`src/hdl/cfe_pkg.sv`:
```
package cfe_pkg;

  // widths of the core's buses
  localparam int unsigned CFE_INSN_W = 12;
  localparam int unsigned CFE_DATA_W = 8;
  localparam int unsigned CFE_PC_W = 9;
  localparam int unsigned CFE_PROG_AW = 8;
  localparam int unsigned CFE_FILE_AW = 5;

  // data-space addresses of the core's own special function registers
  localparam logic [4:0] CFE_ADDR_INDIRECT = 5'h00;
  localparam logic [4:0] CFE_ADDR_PCLOW = 5'h02;
  localparam logic [4:0] CFE_ADDR_STATUS = 5'h03;
  localparam logic [4:0] CFE_ADDR_FSEL = 5'h04;

  // reset values, and the fixed upper bits read back from the select register
  localparam logic [8:0] CFE_PC_RST = 9'h000;
  localparam logic [7:0] CFE_STATUS_RST = 8'h18;
  localparam logic [4:0] CFE_FSEL_RST = 5'h00;
  localparam logic [2:0] CFE_FSEL_HI = 3'h7;

  // status bit positions
  localparam int unsigned CFE_ST_CARRY = 0;
  localparam int unsigned CFE_ST_Z = 2;
  localparam int unsigned CFE_ST_PD = 3;
  localparam int unsigned CFE_ST_TO = 4;
  localparam int unsigned CFE_ST_HI = 5;

  // instruction field positions
  localparam int unsigned CFE_IR_DEST = 5;
  localparam int unsigned CFE_IR_BIT_LO = 5;
  localparam int unsigned CFE_IR_NIB = 3;

  // file-register opcodes, instruction bits 11:6
  localparam logic [5:0] OP_MOVWF = 6'h00;
  localparam logic [5:0] OP_CLR = 6'h01;
  localparam logic [5:0] OP_SUB = 6'h02;
  localparam logic [5:0] OP_DEC = 6'h03;
  localparam logic [5:0] OP_IOR = 6'h04;
  localparam logic [5:0] OP_AND = 6'h05;
  localparam logic [5:0] OP_XOR = 6'h06;
  localparam logic [5:0] OP_ADD = 6'h07;
  localparam logic [5:0] OP_MOV = 6'h08;
  localparam logic [5:0] OP_COM = 6'h09;
  localparam logic [5:0] OP_INC = 6'h0A;
  localparam logic [5:0] OP_DECSZ = 6'h0B;
  localparam logic [5:0] OP_RR = 6'h0C;
  localparam logic [5:0] OP_RL = 6'h0D;
  localparam logic [5:0] OP_SWAP = 6'h0E;
  localparam logic [5:0] OP_INCSZ = 6'h0F;

  // instruction groups, bits 11:10, and sub-codes, bits 9:8
  localparam logic [1:0] GRP_FILE = 2'h0;
  localparam logic [1:0] GRP_BIT = 2'h1;
  localparam logic [1:0] GRP_FLOW = 2'h2;
  localparam logic [1:0] GRP_LIT = 2'h3;
  localparam logic [1:0] SUB_0 = 2'h0;
  localparam logic [1:0] SUB_1 = 2'h1;
  localparam logic [1:0] SUB_2 = 2'h2;

  // phase counter, gray coded along its rotation
  typedef enum logic [1:0] {
    PH_ONE = 2'b00,
    PH_TWO = 2'b01,
    PH_THREE = 2'b11,
    PH_FOUR = 2'b10
  } cfe_phase_t;

  // whole state of the core
  typedef struct packed {
    cfe_phase_t ph;
    logic [8:0] pc;
    logic [7:0] paddr;
    logic [11:0] ir;
    logic ev;
    logic [7:0] w;
    logic [7:0] st;
    logic [4:0] fsel;
    logic [8:0] stk0;
    logic [8:0] stk1;
    logic [7:0] res;
    logic [2:0] fl;
    logic [2:0] fm;
    logic wrw;
    logic wrf;
    logic take;
    logic [4:0] daddr;
    logic dre;
    logic dwe;
    logic pull;
  } cfe_state_t;

  localparam cfe_state_t CFE_RST_STATE = '{ph: PH_ONE, pc: CFE_PC_RST, st: CFE_STATUS_RST,
    fsel: CFE_FSEL_RST, pull: 1'b1, default: '0};

endpackage

```
`src/hdl/cfe_core.sv`:
```
`timescale 1ns/100ps
module cfe_core
  import cfe_pkg::*;
(
  input wire logic mclk_i,                        // core clock, four per instruction
  input wire logic arst_n_i,                      // asynchronous reset, active low
  input wire logic master_reset_pin_en_i,                     // pin configured as master reset
  input wire logic master_reset_pin_n_i,          // master reset pin, active low
  input wire logic pullup_req_i,                  // pull-up asked for by software
  output logic pullup_en_o,                       // weak pull-up enable of that pin
  output logic [CFE_PROG_AW-1:0] prog_addr_o,     // program flash address
  input wire logic [CFE_INSN_W-1:0] prog_data_i,  // program flash word
  output logic [CFE_FILE_AW-1:0] data_addr_o,     // register file address
  output logic data_re_o,                         // register file read strobe
  input wire logic [CFE_DATA_W-1:0] data_rdata_i, // read data, cycle after strobe
  output logic data_we_o,                         // register file write strobe
  output logic [CFE_DATA_W-1:0] data_wdata_o,     // register file write data
  output logic [CFE_DATA_W-1:0] acc_o,            // accumulator
  output logic [CFE_DATA_W-1:0] status_o          // status register
);

  cfe_state_t s_q;
  cfe_state_t s_d;
  logic mrst;
  logic [1:0] grp;
  logic [5:0] op;
  logic [4:0] faddr;
  logic int_f;
  logic rd_f;
  logic [7:0] opnd;
  logic [7:0] lit;
  logic [7:0] bmask;
  logic [8:0] sum;
  logic [4:0] nib;
  logic [8:0] pc_m1;
  logic [7:0] r;
  logic [2:0] nf;
  logic [2:0] fm;
  logic wr_f;
  logic wr_w;
  logic skip;
  logic jump;
  logic [7:0] st_base;

  // synchronous master reset through the pin, only when configured
  assign mrst = master_reset_pin_en_i & ~master_reset_pin_n_i;

  // instruction fields and file address, indirect through the select register
  assign grp = s_q.ir[11:10];
  assign op = s_q.ir[11:6];
  assign lit = s_q.ir[7:0];
  assign faddr = (s_q.ir[4:0] == CFE_ADDR_INDIRECT) ? s_q.fsel : s_q.ir[4:0];
  assign int_f = (faddr == CFE_ADDR_INDIRECT) || (faddr == CFE_ADDR_PCLOW)
    || (faddr == CFE_ADDR_STATUS) || (faddr == CFE_ADDR_FSEL);
  assign rd_f = (grp == GRP_BIT) || ((grp == GRP_FILE) && (s_q.ir[9:7] != 3'h0));
  assign pc_m1 = s_q.pc - 9'h001;
  assign bmask = 8'h01 << s_q.ir[7:CFE_IR_BIT_LO];

  // operand mux: own registers answer inside, the rest from the file; the
  // accumulator has no address at all, so software cannot alias it
  always_comb
  begin
    if (faddr == CFE_ADDR_PCLOW)
    begin
      opnd = pc_m1[7:0];
    end
    else if (faddr == CFE_ADDR_STATUS)
    begin
      opnd = {s_q.st[7:CFE_ST_HI+1], 1'b0, s_q.st[CFE_ST_HI-1:0]};
    end
    else if (faddr == CFE_ADDR_FSEL)
    begin
      opnd = {CFE_FSEL_HI, s_q.fsel};
    end
    else if (faddr == CFE_ADDR_INDIRECT)
    begin
      opnd = 8'h00;
    end
    else
    begin
      opnd = data_rdata_i;
    end
  end

  // 8-bit ALU; operand is only meaningful in phase three
  always_comb
  begin
    r = s_q.w;
    nf = s_q.st[2:0];
    fm = 3'h0;
    wr_f = 1'b0;
    wr_w = 1'b0;
    skip = 1'b0;
    jump = 1'b0;
    sum = {1'b0, opnd} + {1'b0, s_q.w};
    nib = {1'b0, opnd[3:0]} + {1'b0, s_q.w[3:0]};
    if (op == OP_SUB)
    begin
      sum = {1'b0, opnd} + {1'b0, ~s_q.w} + 9'h001;
      nib = {1'b0, opnd[3:0]} + {1'b0, ~s_q.w[3:0]} + 5'h01;
    end
    case (grp)
      GRP_FILE:
      begin
        wr_f = s_q.ir[CFE_IR_DEST];
        wr_w = ~s_q.ir[CFE_IR_DEST];
        fm = 3'b100;
        case (op)
          OP_MOVWF:
          begin
            r = s_q.w;
            wr_w = 1'b0;
            fm = 3'h0;
          end
          OP_CLR: r = 8'h00;
          OP_SUB, OP_ADD:
          begin
            r = sum[7:0];
            nf[CFE_ST_CARRY] = sum[8];
            nf[1] = nib[4];
            fm = 3'b111;
          end
          OP_DEC: r = opnd - 8'h01;
          OP_IOR: r = opnd | s_q.w;
          OP_AND: r = opnd & s_q.w;
          OP_XOR: r = opnd ^ s_q.w;
          OP_MOV: r = opnd;
          OP_COM: r = ~opnd;
          OP_INC: r = opnd + 8'h01;
          OP_DECSZ, OP_INCSZ:
          begin
            r = (op == OP_DECSZ) ? opnd - 8'h01 : opnd + 8'h01;
            skip = (r == 8'h00);
            fm = 3'h0;
          end
          OP_RR, OP_RL:
          begin
            r = (op == OP_RR) ? {s_q.st[CFE_ST_CARRY], opnd[7:1]}
              : {opnd[6:0], s_q.st[CFE_ST_CARRY]};
            nf[CFE_ST_CARRY] = (op == OP_RR) ? opnd[0] : opnd[7];
            fm = 3'b001;
          end
          default:
          begin
            r = {opnd[CFE_IR_NIB:0], opnd[7:CFE_IR_NIB+1]};
            fm = 3'h0;
          end
        endcase
        // misc group (no-op and peripheral controls) has no effect in this core
        if ((op == OP_MOVWF) && !s_q.ir[CFE_IR_DEST])
        begin
          wr_f = 1'b0;
        end
      end
      GRP_BIT:
      begin
        case (s_q.ir[9:8])
          SUB_0: r = opnd & ~bmask;
          SUB_1: r = opnd | bmask;
          SUB_2: skip = ((opnd & bmask) == 8'h00);
          default: skip = ((opnd & bmask) != 8'h00);
        endcase
        wr_f = ~s_q.ir[9];
      end
      GRP_FLOW:
      begin
        r = lit;
        wr_w = (s_q.ir[9:8] == SUB_0);
        jump = 1'b1;
      end
      default:
      begin
        case (s_q.ir[9:8])
          SUB_0: r = lit;
          SUB_1: r = lit | s_q.w;
          SUB_2: r = lit & s_q.w;
          default: r = lit ^ s_q.w;
        endcase
        wr_w = 1'b1;
        fm = (s_q.ir[9:8] == SUB_0) ? 3'h0 : 3'b100;
      end
    endcase
    nf[CFE_ST_Z] = (r == 8'h00);
  end

  // status after a write to it: flag bits keep their value when the instruction
  // sets flags itself, and the timeout/power-down bits are never writable
  always_comb
  begin
    st_base = s_q.st;
    if (s_q.wrf && (s_q.daddr == CFE_ADDR_STATUS))
    begin
      st_base[7:CFE_ST_HI] = s_q.res[7:CFE_ST_HI];
      st_base[2:0] = (s_q.fm != 3'h0) ? s_q.st[2:0] : s_q.res[2:0];
    end
  end

  // phase sequencer, fetch and execute
  always_comb
  begin
    s_d = s_q;
    case (s_q.ph)
      PH_ONE:
      begin
        s_d.ph = PH_TWO;
        s_d.paddr = s_q.pc[CFE_PROG_AW-1:0];
        s_d.pc = s_q.pc + 9'h001;
        s_d.daddr = faddr;
        s_d.dre = s_q.ev & rd_f & ~int_f;
      end
      PH_TWO:
      begin
        s_d.ph = PH_THREE;
        s_d.dre = 1'b0;
      end
      PH_THREE:
      begin
        s_d.ph = PH_FOUR;
        s_d.res = r;
        s_d.fl = nf;
        s_d.fm = fm;
        s_d.wrw = wr_w;
        s_d.wrf = wr_f;
        s_d.take = skip | jump | (wr_f & (faddr == CFE_ADDR_PCLOW));
        s_d.dwe = s_q.ev & wr_f & ~int_f;
      end
      default:
      begin
        s_d.ph = PH_ONE;
        s_d.dwe = 1'b0;
        s_d.ir = prog_data_i;
        s_d.ev = ~(s_q.ev & s_q.take);
        if (s_q.ev)
        begin
          if (s_q.wrw)
          begin
            s_d.w = s_q.res;
          end
          if (s_q.wrf && (s_q.daddr == CFE_ADDR_FSEL))
          begin
            s_d.fsel = s_q.res[4:0];
          end
          s_d.st = st_base;
          s_d.st[2:0] = (st_base[2:0] & ~s_q.fm) | (s_q.fl & s_q.fm);
          if (s_q.take && (grp == GRP_FLOW))
          begin
            case (s_q.ir[9:8])
              SUB_0:
              begin
                s_d.pc = s_q.stk0;
                s_d.stk0 = s_q.stk1;
              end
              SUB_1:
              begin
                s_d.pc = {1'b0, lit};
                s_d.stk0 = pc_m1;
                s_d.stk1 = s_q.stk0;
              end
              default: s_d.pc = s_q.ir[CFE_PC_W-1:0];
            endcase
          end
          else if (s_q.take && s_q.wrf && (s_q.daddr == CFE_ADDR_PCLOW))
          begin
            s_d.pc = {1'b0, s_q.res};
          end
        end
      end
    endcase
    if (mrst)
    begin
      s_d = CFE_RST_STATE;
    end
    s_d.pull = master_reset_pin_en_i | pullup_req_i;
  end

  // single state register; reset vector and phase one come from the constant
  always_ff @(posedge mclk_i or negedge arst_n_i)
  begin
    if (!arst_n_i)
    begin
      s_q <= CFE_RST_STATE;
    end
    else
    begin
      s_q <= s_d;
    end
  end

  assign pullup_en_o = s_q.pull;
  assign prog_addr_o = s_q.paddr;
  assign data_addr_o = s_q.daddr;
  assign data_re_o = s_q.dre;
  assign data_we_o = s_q.dwe;
  assign data_wdata_o = s_q.res;
  assign acc_o = s_q.w;
  assign status_o = s_q.st;
endmodule // cfe_core

```
`config.mk`:
```
export PLATFORM = sky130hd
export DESIGN_NAME = cfe_core
export DESIGN_NICKNAME = d
export VERILOG_FILES = /design/src/hdl/cfe_pkg.sv /design/src/hdl/cfe_core.sv
export SDC_FILE = /design/constraint.sdc
export NUM_CORES = 1
export LEC_CHECK = 0
export ABC_AREA = 1
export BUFFER_PORTS_ARGS = -buffer_cell sky130_fd_sc_hd__buf_4
export CORE_MARGIN = 2
export CORE_UTILIZATION = 25
export CTS_CLUSTER_SIZE = 24
export DETAILED_ROUTE_END_ITERATION = 12
export GPL_TIMING_DRIVEN = 0
export PLACE_DENSITY = 0.43
export RECOVER_POWER = 50
export SLEW_MARGIN = 25
export SYNTH_ARGS = -nofsm -noshare
export SYNTH_HDL_FRONTEND = slang
export SYNTH_SLANG_ARGS = --single-unit
```
`constraint.sdc`:
```
create_clock -name mclk_i -period 4.7 [get_ports mclk_i]
set_clock_uncertainty 0.05 [all_clocks]
set_input_delay 0.705 -clock mclk_i [delete_from_list [all_inputs] [get_ports mclk_i]]
set_output_delay 0.705 -clock mclk_i [all_outputs]
set_load 0.005 [all_outputs]
```
Yosys cells after proc, flatten, opt, wreduce, memory -nomap -nowiden
Cells that the tools add are included.
Word-level totals
  flip-flop bits (word level): 96
Cells by class
  add/sub/neg operators: 10
  equal/unequal tests: 29
  shift-type cells: 1
  muxes and demuxes: 50
  bitwise logic cells: 32
  reductions and logical operators: 52
Operators by type and width (number)
  $mux W96: 1
  $pmux W8 S12: 1
  $mux W8: 8
  $pmux W9 S2: 3
  $mux W52: 1
  $pmux W8 S3: 2
  $mux W9: 5
  $eq A6 B4 Y1 const B: 7
  $mux W39: 1
  $and A8 B8 Y8: 4
  $eq A6 B3 Y1 const B: 4
  $logic_not A8 Y1: 3
  $not A8 Y8: 3
  $or A8 B8 Y8: 3
  $eq A5 B2 Y1 const B: 4
  $mux W5: 4
  $add A8 B8 Y9: 2
  $add A9 B1 Y9 const B: 2
  $mux W18: 1
  $mux W17: 1
  $pmux W8 S2: 1
  $reduce_bool A2 Y1: 8
  $xor A8 B8 Y8: 2
  $reduce_bool A3 Y1: 5
  other kinds (41): 98

Depth between registers and ports, before layout
Gate-level depths: netlist of the first run.
  word-level depth: 16
  gate-level depth with buffers: 35
  mapped depth without buffers: 34

Worst setup path before layout of the first run
No wires, ideal clock.
  path kind: register to register
  start: register s_q, in the netlist lit[3]
  end: register s_q[16] (netlist bit)
  setup time: 65 ps
  data arrival time: 3603 ps
  data required time: 4585 ps
  setup slack: 982 ps
  cell stages (with the launch flop): 32
  cell sequence: dfrtp_1 -> nor2_4 -> nand3_4 -> nand2_1 -> nand2_2 -> nor2_8 -> nand2_4 -> nor2_4 -> nand2_1 -> nand2_2 -> buf_6 -> ha_1 -> inv_1 -> fa_1 -> nor2_1 -> nor2_1 -> o21ai_0 -> o21ai_0 -> xor2_1 -> o21ai_0 -> nand3b_1 -> nor2_1 -> nand2_1 -> nor2_1 -> nand2_1 -> nand2_1 -> nand2_1 -> nor2_2 -> nand2_1 -> nor2_1 -> nand3_1 -> nand2_1
Between the ends
  word-level cells in the longest chain between the ends: 15
  elaborated cells between the ends (all ways): 34
  classes of those cells: 5 x add/sub; 3 x eq/ne; 14 x mux; 9 x bitwise; 3 x reduce/logical
Ends and longest elaborated chain
  start: declaration: line cfe_core.sv:22  | cfe_state_t s_q;
  start signal: assignment: line cfe_core.sv:281  | s_q <= CFE_RST_STATE;
  start signal: assignment: line cfe_core.sv:285  | s_q <= s_d;
  $logic_not A5 Y1: line cfe_core.sv:52  | assign faddr = (s_q.ir[4:0] == CFE_ADDR_INDIRECT) ? s_q.fsel : s_q.ir[4:0];
  $mux W5: line cfe_core.sv:52
  $logic_not A5 Y1: line cfe_core.sv:75  | else if (faddr == CFE_ADDR_INDIRECT)
  $mux W8: line cfe_core.sv:75
  $mux W8: line cfe_core.sv:71  | else if (faddr == CFE_ADDR_FSEL)
  $mux W8: line cfe_core.sv:67  | else if (faddr == CFE_ADDR_STATUS)
  $mux W8: line cfe_core.sv:63  | if (faddr == CFE_ADDR_PCLOW)
  $add A8 B8 Y9: line cfe_core.sv:99  | sum = {1'b0, opnd} + {1'b0, ~s_q.w} + 9'h001;
  $add A9 B1 Y9: line cfe_core.sv:99
  $mux W9: line cfe_core.sv:97  | if (op == OP_SUB)
  $pmux W8 S12: line cfe_core.sv:108  | case (op)
  $pmux W8 S3 (*): line cfe_core.sv:102  | case (grp)
  $logic_not A8 Y1 (*): line cfe_core.sv:183  | nf[CFE_ST_Z] = (r == 8'h00);
  $mux W17 (*): line cfe_core.sv:202  | case (s_q.ph)
  $mux W96 (*): line cfe_core.sv:269  | if (mrst)
Mark *: on every way between the ends. The rest lies on a longest branch, timed or not. The select of a mux whose other input is x is not followed.
A chain may end at the register's enable or synchronous reset.

Worst setup path in the final report of the first run
Same ends and word-level chain as after synthesis.

==> flow_summary.ini, run 1 <==
[yosys]
yosys-top-cells-area = dfrtp_1 28%, nand2_1 12%, o21ai_0 7.6%
synth_top_area_share_pct = 28.13
ys_types = 56
ys_warn_count = 0
synthFlopType = dfrtp_1
synthCells = 1165
yosysTopAreaCell = dfrtp_1
async_flop_share_pct = 100.0
synth_edf_count = 0
post-synth-top-count-cell = nand2_1
syn_area_per_cell_um2 = 6.871
ys_ff_latch = 92
ys_top_cells_by_count = 257 x nand2_1, 128 x inv_1, 122 x o21ai_0, 101 x nor2_1, 90 x dfrtp_1
ys_seq_area_share_pct = 28.79
syn-num-nets = 1237
syn_area_um2 = 8005

[hold_path]
hold_path_class = reg2reg
hold_depth = 2
hp-start = status_o[3]
hold_path_end = status_o[3]

[detailed_routing]
routedWlPerCell_um = 19.48
ant_nets = 0
vias = 8483
drt_iter0_markers = 699
viasPerCell = 5.028
dr.pass1.iters = 5
wl_um = 32860
drc_errors = 0

[die]
rows = 65
dieWidth_um = 182.9
die_y_um = 182.9
io-pin-count = 65
core_um2 = 31560
start_util_pct = 25.37
fp.dieArea_um2 = 33470

[global_route]
grt_pass1_vias = 8201
grt_pass1_wl_um = 50580
grt_max_degree = 93
antenna_found_initial = 0
track_usage_pct = 19.68
gr-total-overflow = 0

[sta]
tightest_slew_ps = 2380
finalCritPeriodShare_pct = 95.44
fmax_mhz = 222.9
min_period_ps = 4486
finalMaxSlewViolations = 93
final-hold-violation-count = 0
finalSetupViolCount = 0
postLayoutSetupSlackWorst_ps = 214.4
slew_headroom_pct = -58.64
rsz0062_at_grt = yes

[power_and_ir_drop]
ir_drop_v = 0.0002115
power.switching_mw = 2.932
comb_power_share_pct = 64.7
p_sw_share_pct = 51.56
p_clk_share_pct = 14.0
fin_total_pwr_mw = 5.686
p_leak_nw = 4.572
p_int_mw = 2.754
p_per_area_nw_per_um2 = 581.0
power_frac_seq_pct = 21.3

[placed_design]
dp_slack_ps = -227.1
place_congestion = 0.8992
hpwlAfterDp_um = 25560
portBuffers = 64
place_area_um2 = 9005

[worst_setup_path]
crit_buf_inv = 4
cpMostUsedCell = nand2_1
rrSetupSlack_ps = 210
cpPeakStageDelay_ps = 470
crit_slowest_cell = dfrtp_2
crit_arrival_ps = 4730
crit_required_ps = 4950
timing.rr.end = s_q[16]
start_kind = flip-flop
criticalPathCategory = reg2reg
crit_fanout = 7
crit_family = simple AND/OR/NAND/NOR gates
cp.depth = 32
r2r-start = lit[3]
end_kind = flip-flop
reg2regPathDepth = 32

[clock_network]
cts_htree_levels = 3
path_clk_slew_ps = 70
root_buffer = clkbuf_16
cts_made_buffers = 9
cts_buffer_depth = 2
cts_sinks = 92
cts_tree = yes
insertion_delay_ps = 360

[cells_and_area]
fin_nets = 1352
diodes = 0
post-route-cell-area_um2 = 9786
drive_gt1_share_pct = 19.69
syn_to_final_growth_pct = 22.24
final_core_util_pct = 31.01
nFillCells = 3551

[run_status]
status = finished, violations left
violations = capacitance limit, slew limit

[job]
drv_cap = 1
tightest hold or removal path, cell delays in order (launching register included):
cell and delay, ps:
dfstp_2 380, inv_1 70, nand2_1 50
metal layers:
layer	track usage (%)	vias to the layer above	wire (um)
met3	1.787	36	1330
li1	-	4125	-
met5	0	-	0
met1	27.22	4125	15360
met2	32.24	197	15350
met4	6.592	0	820
flip-flops by register name, indices dropped and copies added (netlist names), 2 cells and up:
name / cells
data_addr_o: 5
data_wdata_o: 8
s_q: 41
acc_o: 8
status_o: 7
grp: 2
op: 2
lit: 8
prog_addr_o: 8
power groups by stage:
stage / Sequential [mW] / Clock [mW] / Combinational [mW]
detailed placement: 1.22 / 0 / 3.26
CTS: 1.21 / 0.808 / 3.29
finish: 1.21 / 0.794 / 3.68
global placement: 1.22 / 0 / 3.25
floorplan: 1.12 / 0 / 2.18
global route: 1.24 / 0.840 / 4.07
worst max-delay path by stage:
stage | to | slack, ps | startpoint
floorplan | s_q[16] | 980 | lit[3]
global placement | s_q[16] | -240 | lit[3]
detailed placement | s_q[16] | -230 | lit[3]
CTS | s_q[16] | 5 | s_q[85]
global route | s_q[16] | -40 | lit[3]
finish | s_q[16] | 210 | lit[3]
placed cells by master (no fill, tap or decap), types with 6 or more instances in the layout:
cell type,instances
clkbuf_16,9
inv_1,124
a31oi_1,6
clkbuf_4,15
o21ai_1,9
o211ai_1,9
clkinv_1,8
o22ai_1,38
nand2_1,253
ha_1,42
o21ai_0,119
a21oi_1,53
dfrtp_1,86
nand4_1,27
nor2_1,100
buf_4,128
nand2_4,6
nand3_1,83
inv_2,10
nor2_2,7
nor3_1,11
nand2_2,11
xor2_1,9
clkbuf_1,17
nor2_4,10
kinds of logic after synthesis:
| group | synth area share (%) |
|---|---|
| AND/OR/NAND/NOR | 29.81 |
| buffers and inverters | 12.44 |
| flip-flops | 28.79 |
| XOR/XNOR | 1.422 |
| adder cells (fa/ha/maj) | 7.534 |
| AO/OA/AOI/OAI | 19.73 |
| multiplexers | 0.2813 |
timing repair:
| item | in CTS | in global routing |
|---|---|---|
| hold endpoints to repair | 0 | 0 |
| gates cloned | 0 | 1 |
| setup endpoints to repair | 3 | 6 |
| resized for setup | 5 | 40 |
| setup buffers | 5 | 36 |
| pin swaps | 3 | 20 |
| hold buffers | 0 | 0 |
metrics by stage:
| step | cells | hold slack, ps | TNS [ps] |
|---|---|---|---|
| after detailed placement | 1631 | 428.5 | -307.2 |
| after global routing | 1687 | 471.3 | -67.62 |
| after global placement | 1631 | 421.4 | -377.9 |
| after floorplan | 1165 | 359.4 | 0 |
| after CTS | 1652 | 425.8 | 0 |
| final | 1687 | 449.4 | 0 |
cell type report:
class                      instances  area, um2  share of cell area, %
clock buffer                       9      225.2                  2.301
tap                              402      503.0                  5.140
sequential                        92       2310                  23.60
timing repair buffer             106      794.5                  8.119
multi-input combinational        859       4856                  49.62
clock inverter                     7      90.09                 0.9206
buffer                            67      452.9                  4.629
inverter                         145      554.3                  5.664
No activity file was read; power rests on OpenSTA's default activity.
==> inputs of run 2 (changes only) <==
Settings changed: CELL_PAD_IN_SITES_DETAIL_PLACEMENT set to 0, CELL_PAD_IN_SITES_GLOBAL_PLACEMENT set to 1, CORE_UTILIZATION 25 to 34, PLACE_DENSITY 0.43 to 0.68.
==> run 2 against run 1 <==
  * The flow still finishes with violations (capacitance limit, slew limit)
  * Global-route usage grew 5.7 points
  * Flip-flop and latch count did not move
  * Cell count decreased by 5.7%
  * Hold slack lost 15 ps
  * Combinational power down 4%
  * Register-to-register slack about the same
==> flow_summary.ini, run 2 (synthesized netlist as in run 1, its figures left out) <==
[cells_and_area]
nFillCells = 2551
diodes = 0
post-route-cell-area_um2 = 9519
top_register = s_q
final_core_util_pct = 40.92
largest_register_ffs = 41
final_cell_mix = 252 x nand2_1, 124 x inv_1, 118 x o21ai_0, 116 x buf_4, 97 x nor2_1
syn_to_final_growth_pct = 18.91
drive_gt1_share_pct = 19.10
mostFrequentLayoutCell = nand2_1
fin_nets = 1340

[worst_setup_path]
crit_fanout = 10
start_kind = flip-flop
crit_required_ps = 4940
crit_slowest_cell = dfrtp_2
end_kind = flip-flop
cpMostUsedCell = nand2_1
cpPeakStageDelay_ps = 450
crit_arrival_ps = 4730
criticalPathCategory = reg2reg

[clock_network]
cts_buffer_depth = 2
root_buffer = clkbuf_16
cts_made_buffers = 9
cts_sinks = 92
cts_htree_levels = 3
hold_buffers = 0
insertion_delay_ps = 350
cts_tree = yes
path_clk_slew_ps = 70

[detailed_routing]
wl_met1_um = 13880
ant_nets = 0
wl_met2_um = 14510
dr.pass1.iters = 5
vias = 8511
drt_iter0_markers = 566
dr_wl_met3_um = 1662
viasPerCell = 5.349
routedWlPerCell_um = 19.64
top_layer = met4
wl_um = 31240
drc_errors = 0

[global_route]
antenna_found_initial = 0
gr-total-overflow = 0
grt_pass1_vias = 7924
grt_pass1_wl_um = 47060
grt_max_degree = 93
track_usage_pct = 25.38

[power_and_ir_drop]
p_per_area_nw_per_um2 = 572.2
p_leak_nw = 4.484
ir_drop_v = 0.0002263
fin_total_pwr_mw = 5.447

[placed_design]
place_congestion = 0.9391
place_area_um2 = 8901
hpwlAfterDp_um = 24050
portBuffers = 64

[run_status]
status = finished, violations left
violations = capacitance limit, slew limit

[sta]
finalSetupViolCount = 0
final-hold-violation-count = 0
finalCritPeriodShare_pct = 95.55
fmax_mhz = 222.7
slew_headroom_pct = -61.18
min_period_ps = 4491
finalMaxSlewViolations = 93
holdWs_ps = 434.7
tightest_slew_ps = 2418

[die]
io-pin-count = 65
core_um2 = 23260
fp.dieArea_um2 = 24790
die_y_um = 157.4
dieWidth_um = 157.4
rows = 56
start_util_pct = 34.41

[job]
drv_cap = 1

[hold_path]
hold_path_class = reg2reg
==> run 2: cell types whose count changed in the layout (fill, tap and decap cells not counted), moves of 3 or more <==
cell / delta
inv_8: -3
nor2_2: +4
buf_4: -12
nor2_1: -3
==> run 2: worst max-delay path, delay by kind of cell (launching register included) <==
| family | cells | cell delay (ps) |
|---|---|---|
| AOI/OAI and AO/OA | 3 | 380 |
| xor gates and xnor gates | 1 | 180 |
| adders and majority gates | 2 | 490 |
| buffers and inverters | 2 | 190 |
| DFF | 1 | 450 |
| and+or+nand+nor | 23 | 2650 |
==> run 2: metrics by stage <==
| step | worst slack [ps] | instances | TNS [ps] |
|---|---|---|---|
| final | 209.3 | 1591 | 0 |
| after detailed placement | -242.5 | 1548 | -309.2 |
| after global routing | -30.89 | 1591 | -41.81 |
| after CTS | 1.846 | 1567 | 0 |
| after floorplan | 981.7 | 1165 | 0 |
| after global placement | -249.2 | 1548 | -368.2 |
==> run 2: where the power goes <==
part,internal [mW],leakage [nW],switching [mW]
Sequential,0.989,1.22,0.216
Clock,0.362,0.133,0.336
Combinational,1.24,3.13,2.30
Total,2.59,4.48,2.86
==> run 2: final timing paths <==
check                                      end  slack [ps]  cells after the start      from
worst max register to register         s_q[16]         210                     31    lit[3]
max in group asynchronous               lit[2]        1980                      1  arst_n_i
worst min-delay path                   s_q[16]         430                      2   s_q[16]
worst min register to register         s_q[16]         430                      2   s_q[16]
min in group asynchronous       data_addr_o[1]        1020                      1  arst_n_i
worst max-delay path                   s_q[16]         210                     31    lit[3]
==> run 2: repair_timing <==
action | in CTS | in global routing
endpoints found under the setup margin | 3 | 6
gates resized for setup | 6 | 36
cloned | 0 | 1
pin swaps | 3 | 24
buffers inserted | 4 | 24
==> run 2: layout make-up <==
type / count / area [um2] / area share (%)
multi-input cells: 859 / 4838 / 50.83
clock inverters: 6 / 47.55 / 0.4995
flip-flops and latches: 92 / 2310 / 24.26
well taps: 319 / 399.1 / 4.193
clock buffers: 9 / 225.2 / 2.366
repair buffers: 93 / 693.2 / 7.282
inverters: 145 / 554.3 / 5.823
plain buffers: 68 / 451.7 / 4.745
==> run 2: metal layers <==
metal  track usage (%)  vias to the layer above
met5                 0                        -
li1                  -                     4099
met1             34.32                     4090
met3             3.029                       63
met4             9.654                        0
met2             41.48                      259
